===== config.mk =====
export PLATFORM = sky130hd
export DESIGN_NAME = dsg_clock_gate
export DESIGN_NICKNAME = d
export VERILOG_FILES = /design/src/verilog/dsg_pkg.sv /design/src/verilog/dsg_clock_gate.sv
export VERILOG_INCLUDE_DIRS = /design/src /design/src/verilog
export SDC_FILE = /design/constraint.sdc
export NUM_CORES = 1
export LEC_CHECK = 0
export ABC_AREA = 0
export BUFFER_PORTS_ARGS = -buffer_cell sky130_fd_sc_hd__buf_2
export CAP_MARGIN = 15
export CORE_UTILIZATION = 35
export DETAILED_ROUTE_END_ITERATION = 8
export HOLD_SLACK_MARGIN = 0.12
export PLACE_DENSITY = 0.7
export SYNTH_ARGS = -nofsm -noshare
export SYNTH_HDL_FRONTEND = slang
export SYNTH_SLANG_ARGS = --single-unit

===== constraint.sdc =====
create_clock -name clk -period 3.3 [get_ports clk]
set_input_delay 0.495 -clock clk [delete_from_list [all_inputs] [get_ports clk]]
set_output_delay 0.495 -clock clk [all_outputs]
set_load 0.02 [all_outputs]

===== src/verilog/dsg_map.svh =====
// Register map constants for the deep-sleep clock gating block
`ifndef DSG_MAP_SVH
`define DSG_MAP_SVH
`define DSG_BASE_ADDR 32'h400fe000
`define DSG_DS_OFF 12'h128
`define DSG_RUN_OFF 12'h108
`define DSG_SLP_OFF 12'h118
`define DSG_RCC_OFF 12'h060
`define DSG_ACG_BIT 27
`define DSG_PHY_BIT 30
`define DSG_MAC_BIT 28
`define DSG_PORT_LO 0
`define DSG_PORT_HI 6
`define DSG_WR_MASK 32'h5000007f
`define DSG_RESET_VAL 32'h00000000
`define DSG_RCC_MASK 32'h08000000
`endif


===== src/verilog/dsg_pkg.sv =====
// Types for the deep-sleep clock gating block
package dsg_pkg;
  typedef enum logic [2:0] {
    DSG_RUN = 3'b001,
    DSG_SLEEP = 3'b010,
    DSG_DEEP = 3'b100
  } dsg_mode_t;

  typedef struct packed {
    logic [11:0] addr;
    logic [31:0] wdata;
    logic wr;
    logic rd;
  } dsg_bus_t;

  typedef struct packed {
    logic [3:0] unit;
    logic wr;
    logic rd;
  } dsg_acc_t;
endpackage


===== src/verilog/dsg_clock_gate.sv =====
// Clock gating control registers with access fault checking
`timescale 1ns/1ns
`include "dsg_map.svh"

module dsg_clock_gate (
  input wire logic clk,
  input wire logic reset,
  input wire dsg_pkg::dsg_bus_t bus,
  input wire logic sleep_req,
  input wire logic deep_req,
  input wire dsg_pkg::dsg_acc_t acc,
  output logic [31:0] rdata,
  output logic [8:0] clk_en,
  output logic bus_fault
);

  // ==========================================================
  // Storage
  logic [31:0] run_gating_reg_r;
  logic [31:0] sleep_gating_reg_r;
  logic [31:0] deep_sleep_gating_reg_r;
  logic [31:0] run_clock_config_r;
  logic [31:0] rdata_r;
  logic [8:0] clk_en_r;
  logic bus_fault_r;
  logic sleep_s1_r, sleep_s2_r, deep_s1_r, deep_s2_r;
  dsg_pkg::dsg_mode_t mode;

  function automatic logic [8:0] pick(input logic [31:0] v);
    pick = {v[`DSG_PHY_BIT], v[`DSG_MAC_BIT],
            v[`DSG_PORT_HI:`DSG_PORT_LO]};
  endfunction

  function automatic logic [31:0] wmask(input logic [31:0] v);
    wmask = v & `DSG_WR_MASK;
  endfunction

  // ==========================================================
  // Decode
  wire wr_run = bus.wr && bus.addr == `DSG_RUN_OFF;
  wire wr_slp = bus.wr && bus.addr == `DSG_SLP_OFF;
  wire wr_ds = bus.wr && bus.addr == `DSG_DS_OFF;
  wire wr_rcc = bus.wr && bus.addr == `DSG_RCC_OFF;
  wire auto_clock_gating_select = run_clock_config_r[`DSG_ACG_BIT];
  // Mode pins come from the power controller, another domain
  wire want_deep = deep_s2_r;
  wire want_sleep = sleep_s2_r && !deep_s2_r;
  // Without auto gating the run register stays in charge
  assign mode = !auto_clock_gating_select ? dsg_pkg::DSG_RUN :
                want_deep ? dsg_pkg::DSG_DEEP :
                want_sleep ? dsg_pkg::DSG_SLEEP : dsg_pkg::DSG_RUN;
  logic [31:0] active;
  always_comb begin
    unique case (mode)
      dsg_pkg::DSG_SLEEP: active = sleep_gating_reg_r;
      dsg_pkg::DSG_DEEP: active = deep_sleep_gating_reg_r;
      default: active = run_gating_reg_r;
    endcase
  end
  wire [8:0] en_nxt = pick(active);
  wire [31:0] rd_nxt =
    !bus.rd ? 32'h00000000 :
    bus.addr == `DSG_RUN_OFF ? run_gating_reg_r :
    bus.addr == `DSG_SLP_OFF ? sleep_gating_reg_r :
    bus.addr == `DSG_DS_OFF ? deep_sleep_gating_reg_r :
    bus.addr == `DSG_RCC_OFF ? run_clock_config_r : 32'h00000000;
  wire acc_ok = acc.unit < 4'h9;
  wire fault_nxt = (acc.rd || acc.wr) &&
                   (!acc_ok || !en_nxt[acc.unit]);

  // ==========================================================
  // Registers
  always_ff @(posedge clk) begin
    if (reset) begin
      run_gating_reg_r <= `DSG_RESET_VAL;
      sleep_gating_reg_r <= `DSG_RESET_VAL;
      deep_sleep_gating_reg_r <= `DSG_RESET_VAL;
      run_clock_config_r <= 32'h00000000;
    end else begin
      // Reserved bits never store, so they read zero
      if (wr_run) run_gating_reg_r <= wmask(bus.wdata);
      if (wr_slp) sleep_gating_reg_r <= wmask(bus.wdata);
      if (wr_ds) deep_sleep_gating_reg_r <= wmask(bus.wdata);
      if (wr_rcc) run_clock_config_r <= bus.wdata & `DSG_RCC_MASK;
    end
  end

  always_ff @(posedge clk) begin
    if (reset) begin
      sleep_s1_r <= 1'b0;
      sleep_s2_r <= 1'b0;
      deep_s1_r <= 1'b0;
      deep_s2_r <= 1'b0;
      rdata_r <= 32'h00000000;
      clk_en_r <= 9'h000;
      bus_fault_r <= 1'b0;
    end else begin
      sleep_s1_r <= sleep_req;
      sleep_s2_r <= sleep_s1_r;
      deep_s1_r <= deep_req;
      deep_s2_r <= deep_s1_r;
      rdata_r <= rd_nxt;
      clk_en_r <= en_nxt;
      bus_fault_r <= fault_nxt;
    end
  end

  assign rdata = rdata_r;
  assign clk_en = clk_en_r;
  assign bus_fault = bus_fault_r;
endmodule


==> impl_metrics.py, run 1 <==
metrics = {
    "detailed_routing": {
        "ant_nets": 0,
        "vias": 1861,
        "finalWirelength_mm": 5.12,
        "drt_drc_violations_left": 2,
        "drt_iter0_markers": 94,
        "via_per_inst": 4.88,
        "dr.pass1.iters": 7,
        "wire_per_inst_um": 13.4,
    },
    "synth": {
        "yosysSeqAreaShare": 0.443,
        "synthDistinctLibCells": 34,
        "async_flop_share": 0,
        "yosysMostFrequentCell": "dfxtp_1",
        "syn_inst": 256,
        "syn_avg_cell_area_um2": 9.17,
        "synth_area_leaders": "dfxtp_1 (44%), mux2i_1 (12%), buf_4 (7.7%), nor2_1 (7.4%), a21oi_1 (4.3%)",
        "synth-xor-area-share": 0,
        "synthSimpleGateAreaFrac": 0.217,
        "synth_top_area_cell": "dfxtp_1",
        "muxShareOfSynthArea": 0.133,
        "ys.flop_type": "dfxtp_1",
        "ys_seq_elements": 52,
        "synth_area_um2": 2350,
        "synth_top_family_by_area": "simple AND/OR/NAND/NOR gates",
        "yosys-top-cells-count": "dfxtp_1 (52), nor2_1 (46), mux2i_1 (29)",
        "synth_edf_count": 0,
        "synthDominantCellAreaShare": 0.443,
        "ys_warn_count": 0,
        "synth-compound-area-share": 0.101,
        "synthAdderAreaFrac": 0,
    },
    "grt": {
        "grt_pass1_vias": 1744,
        "grt_util_all_layers": 0.149,
        "grt_overflow_total": 0,
        "grt_max_degree": 44,
        "antenna_found_initial": 0,
        "grt_pass1_wl_mm": 8.31,
    },
    "critical_path": {
        "regToRegSetupSlack_ns": 1.26,
        "crit_fanout": 11,
        "crit_buf_inv": 0,
        "path_cells": "nand2b_1, o22ai_1, o2bb2ai_1, mux4_2, o311a_1",
        "reg2regPathDepth": 5,
        "cp.required_ns": 3.50,
        "r2r-end": "bus_fault$_SDFF_PP0_",
        "critical_path.slowest_cell": "dfxtp_1",
        "crit-reg2reg-launch": "deep_s2_r$_SDFF_PP0_",
        "worstPathArrival_ns": 2.23,
        "start_kind": "flop",
        "crit_path_end_kind": "flop",
        "critPathKind": "reg -> reg",
        "critPathMaxStageDelay_ns": 0.54,
        "cp_top_family": "compound AO/OA/AOI/OAI gates",
    },
    "finish": {
        "fillers": 633,
        "multi_input_area_um2": 1140,
        "fin_area_um2": 2670,
        "final_layout_size_suffix_gt1_frac": 0.217,
        "seqCellArea_um2": 1040,
        "fin_nets": 359,
        "synthToLayoutAreaGrowth_pct": 13.7,
        "num_antenna_cells": 0,
    },
    "die": {
        "die_w_um": 83.9,
        "ioPinCount": 98,
        "start_util": 0.366,
        "coreArea_um2": 6420,
        "dieArea_um2": 7040,
        "die_h_um": 83.9,
        "rows": 29,
    },
    "placement": {
        "place_hpwl_mm": 3.59,
        "numPortBuffers": 53,
        "gp_congestion": 0.803,
        "postPlaceCellArea_um2": 2560,
    },
    "power_and_ir_drop": {
        "p_sw_frac": 0.231,
        "p_comb_frac": 0.075,
        "p_leak_nw": 1.08,
        "p_seq_frac": 0.551,
        "power.internal_uw": 882,
        "p_sw_uw": 265,
        "clkPwrFrac": 0.374,
        "p_total_mw": 1.15,
        "power_density_nw_per_um2": 430,
        "irDropWorstVdd_uv": 153,
    },
    "hold_path": {
        "min-delay-path-class": "in -> reg",
        "whs_path_depth": 2,
        "hold_path.startpoint": "sleep_req",
        "holdPathEnd": "sleep_s1_r$_SDFF_PP0_",
    },
    "timing": {
        "rsz0062_at_grt": "no",
        "max_freq_mhz": 491,
        "period_share": 0.617,
        "timing.final.setup_violations": 0,
        "max_slew.worst_pin.slew_ns": 0.756,
        "tns_ns": 0,
        "drv_slew": 0,
        "max_slew_margin": 0.496,
        "hold_viol": 0,
        "layout_min_cycle_time_ns": 2.04,
        "clock_skew_ns": 0.00439,
    },
    "clock_network": {
        "clkLatencyLatePin_ns": 0.30,
        "postCtsResizedCells": 0,
        "cts_max_level": 2,
        "cts_tree": "built",
        "postCtsSetupRepairBufs": 0,
        "clkTransAtPathRegs_ns": 0.09,
        "cts_hold_buffers": 0,
        "cts_made_buffers": 5,
        "clockBufferDepth": 2,
        "cts_sinks": 52,
        "root_buffer": "clkbuf_8",
    },
    "status": {
        "status": "finished with violations",
        "violations": "design-rule violations",
    },
    "job": {
        "maxCapViolCount": 0,
    },
}
-- flip-flops by register name, indices dropped and copies added, names as in the netlist --
signal / cells
rdata: 10
run_gating_reg_r: 9
clk_en: 9
deep_s1_r: 1
deep_sleep_gating_reg_r: 9
sleep_s2_r: 1
sleep_gating_reg_r: 9
sleep_s1_r: 1
deep_s2_r: 1
run_clock_config_r: 1
bus_fault: 1
-- placed cells by master, fill, tap and decap left out, types with 2 or more instances in the layout --
cell type and instances:
buf_4 2, and3b_1 2, conb_1 22, nand3b_1 4
buf_2 53, dfxtp_1 52, clkbuf_8 5, o2bb2ai_1 4
and3_1 3, o211ai_1 4, or4bb_1 4, nand2_1 20
nand4_1 2, mux2i_1 29, a21oi_1 20, o22ai_1 5
nor2_1 46, nor3b_1 3, nor2b_1 7
-- power by group through the flow --
stage | combinational, mW | clock, mW | sequential [mW]
CTS | 0.0851 | 0.435 | 0.633
detailed placement | 0.0850 | 0 | 0.647
finish | 0.0858 | 0.429 | 0.633
floorplan | 0.0716 | 0 | 0.647
global placement | 0.0832 | 0 | 0.647
global route | 0.0930 | 0.464 | 0.634
-- layer usage --
layer  track usage  wire length, um
met2         0.264             2520
met4        0.0611              109
met1         0.176             2320
met3        0.0257              168
met5             0                0
-- metrics by stage --
| step | hold WS [ns] | utilization | cells | worst slack (ns) |
|---|---|---|---|---|
| 2_1_floorplan | 0.414 | - | 277 | 1.57 |
| 3_3_place_gp | 0.418 | 0.399 | 373 | 1.17 |
| 3_5_place_dp | 0.423 | 0.399 | 373 | 1.11 |
| 4_1_cts | 0.395 | 0.416 | 381 | 1.30 |
| 5_1_grt | 0.410 | 0.416 | 381 | 1.13 |
| 6_report | 0.402 | 0.416 | 381 | 1.26 |
-- worst max-delay path by stage --
stage,end,depth (start not counted),from
floorplan,sleep_gating_reg_r[30]$_SDFFE_PP0P_,6,bus[35]
global placement,deep_sleep_gating_reg_r[5]$_SDFFE_PP0P_,6,bus[35]
detailed placement,deep_sleep_gating_reg_r[28]$_SDFFE_PP0P_,6,bus[35]
CTS,bus_fault$_SDFF_PP0_,5,deep_s2_r$_SDFF_PP0_
global route,bus_fault$_SDFF_PP0_,5,deep_s2_r$_SDFF_PP0_
finish,bus_fault$_SDFF_PP0_,5,deep_s2_r$_SDFF_PP0_
-- cells by family after synthesis --
logic type | after synthesis
AOI/OAI and AO/OA | 37
buffers and inverters | 37
DFF | 52
muxes | 30
other | 1
and+or+nand+nor | 99
-- cell type report --
class | instances | share of cell area
clock buffer | 6 | 0.0272
clock inverter | 2 | 0.0131
inverter | 1 | 0.00141
multi-input combinational | 188 | 0.427
sequential | 52 | 0.390
tap | 77 | 0.0361
timing repair buffer | 55 | 0.105
Note: power is estimated with default switching activity, not from simulation.
==> inputs of run 2 (changes only) <==
ABC_AREA = 1   (was 0)
PLACE_DENSITY = 0.72   (was 0.7)
clock period = 1.7 ns   (was 3.3 ns; I/O delays follow)
==> run 2 against run 1 <==
Compared with the run above:
- the run now ends clean
- clock-buffer cell count increased by 1
- flip-flop and latch count unchanged
- sequential power up 94%
- register-to-register slack got worse by 1.0 ns
- clock skew shrank 0.0029 ns
- critical path depth increased by 4
- power rose by 100%
- fmax is 40% higher
- core utilization up 2.0 points
- first-iteration DRC count is 96% higher
- global-route usage up 1.0 points
- critical path type unchanged
- critical endpoint unchanged
==> impl_metrics.py, run 2 <==
metrics = {
    "power_and_ir_drop": {
        "p_total_mw": 2.34,
        "p_leak_nw": 1.38,
        "irDropWorstVdd_uv": 524,
        "power_density_nw_per_um2": 784,
    },
    "synth": {
        "synthDistinctLibCells": 31,
        "ys.flop_type": "dfxtp_1",
        "synth_edf_count": 0,
        "synth_top_area_cell": "dfxtp_1",
        "synth_area_leaders": "dfxtp_1 (41%), inv_1 (8.0%), nand2_1 (7.3%), buf_4 (6.6%), a21oi_1 (5.4%)",
        "syn_inst": 342,
        "yosysSeqAreaShare": 0.413,
        "synthDominantCellAreaShare": 0.413,
        "yosys-top-cells-count": "inv_1 (54), dfxtp_1 (52), nand2_1 (49)",
        "syn_avg_cell_area_um2": 7.37,
        "yosysMostFrequentCell": "inv_1",
        "async_flop_share": 0,
        "synth_area_um2": 2520,
        "ys_seq_elements": 52,
        "ys_warn_count": 0,
    },
    "placement": {
        "place_hpwl_mm": 4.41,
        "place_ws_ns": 0.126,
        "gp_congestion": 0.847,
        "numPortBuffers": 53,
    },
    "status": {
        "status": "finished clean",
    },
    "die": {
        "rows": 30,
        "ioPinCount": 98,
        "dieArea_um2": 7540,
        "die_w_um": 86.9,
        "coreArea_um2": 6870,
        "start_util": 0.367,
        "die_h_um": 86.9,
    },
    "grt": {
        "antenna_found_initial": 0,
        "grt_pass1_vias": 2017,
        "grt_max_degree": 34,
        "grt_pass1_wl_mm": 9.34,
        "grt_overflow_total": 0,
        "grt_util_all_layers": 0.159,
    },
    "clock_network": {
        "root_buffer": "clkbuf_8",
        "postCtsSetupRepairBufs": 0,
        "postCtsResizedCells": 0,
        "cts_max_level": 2,
        "cts_sinks": 52,
        "cts_tree": "built",
        "clkLatencyLatePin_ns": 0.31,
        "clockBufferDepth": 2,
        "clkTransAtPathRegs_ns": 0.09,
        "cts_made_buffers": 5,
        "cts_hold_buffers": 0,
    },
    "detailed_routing": {
        "drt_drc_violations_left": 0,
        "dr.pass1.iters": 5,
        "vias": 2292,
        "ant_nets": 0,
        "wire_per_inst_um": 11.6,
        "drt_iter0_markers": 184,
        "via_per_inst": 4.57,
        "finalWirelength_mm": 5.80,
    },
    "critical_path": {
        "critPathKind": "reg -> reg",
        "worstPathArrival_ns": 1.66,
        "path_cells": "nand2_2, inv_2, nand2_1, nand3_1, nand2_1, a21oi_1, nand3_1, nand2_1, a21oi_1",
        "crit_top_cell": "nand2_1",
        "cp.required_ns": 1.90,
        "critical_path.slowest_cell": "dfxtp_1",
        "crit_fanout": 8,
        "critPathMaxStageDelay_ns": 0.43,
        "crit_path_end_kind": "flop",
        "start_kind": "flop",
    },
    "job": {
        "maxCapViolCount": 0,
    },
    "timing": {
        "tns_ns": 0,
        "timing.final.ws_setup_ns": 0.245,
        "layout_min_cycle_time_ns": 1.46,
        "clock_skew_ns": 0.00148,
        "max_freq_mhz": 687,
        "hold_viol": 0,
        "drv_slew": 0,
        "timing.final.setup_violations": 0,
        "period_share": 0.856,
        "rsz0062_at_grt": "no",
    },
    "hold_path": {
        "min-delay-path-class": "in -> reg",
    },
    "finish": {
        "final_common_cell": "inv_1",
        "layout_common_cells": "inv_1 (54), buf_2 (53), dfxtp_1 (52)",
        "fin_nets": 460,
        "synthToLayoutAreaGrowth_pct": 18.7,
        "final_layout_size_suffix_gt1_frac": 0.232,
        "num_antenna_cells": 0,
        "largest_reg_flops": 10,
    },
}
-- run 2: changes by cell type in the layout (fill, tap and decap cells not counted), sizes merged, moves of 10 or more --
| cell | change |
|---|---|
| o21ai | +35 |
| inv | +58 |
| mux2i | -29 |
| nor2 | -10 |
| nand3 | +23 |
| nand2 | +32 |
-- run 2: area by class of cell --
class / instances / area (um2)
Clock buffer: 7 / 96.3
Clock inverter: 1 / 30.0
Fill cell: 704 / 3880
Inverter: 59 / 221
Multi-Input combinational cell: 223 / 1140
Sequential cell: 52 / 1040
Tap cell: 96 / 120
Timing Repair Buffer: 63 / 340
-- run 2: critical path, delay by kind of cell, from the launching register on --
family / cells / cell delay [ns]
simple gates: 6 / 0.54
buf+inv: 1 / 0.17
compound gates: 2 / 0.20
flops: 1 / 0.43
-- run 2: layer usage --
metal,global-route usage,up-vias,share of wire
li1,-,1182,-
met1,0.198,1020,0.43
met2,0.274,82,0.50
met3,0.0379,8,0.062
met4,0.0424,0,0.013
met5,0,-,0
-- run 2: metrics by stage --
stage	hold WS, ns	instance area [um2]	instances	util
after floorplan	0.362	2600	363	-
after global placement	0.398	2860	493	0.417
after detailed placement	0.401	2860	493	0.417
after CTS	0.147	2990	501	0.435
after global routing	0.154	2990	501	0.435
final	0.145	2990	501	0.435
-- run 2: path summary, 6_finish.rpt --
kind | from | end | slack, ns | cells after the start
min | sleep_req | sleep_s1_r$_SDFF_PP0_ | 0.14 | 3
max reg2reg | deep_s2_r$_SDFF_PP0_ | bus_fault$_SDFF_PP0_ | 0.24 | 9
max | deep_s2_r$_SDFF_PP0_ | bus_fault$_SDFF_PP0_ | 0.24 | 9
min reg2reg | sleep_s1_r$_SDFF_PP0_ | sleep_s2_r$_SDFF_PP0_ | 0.41 | 2
-- run 2: cell families after synthesis --
logic type	after synthesis	share of synthesized area
simple gates	125	0.258
compound gates	76	0.162
flops	52	0.413
other cells	1	0.00149
buf+inv	88	0.165
-- run 2: where the power goes --
part | leakage (nW) | switching, mW | total [mW] | internal, mW
registers | 0.420 | 0.00347 | 1.23 | 1.22
clock network | 0.0645 | 0.406 | 0.926 | 0.520
logic | 0.899 | 0.135 | 0.192 | 0.0570
total | 1.38 | 0.544 | 2.34 | 1.80
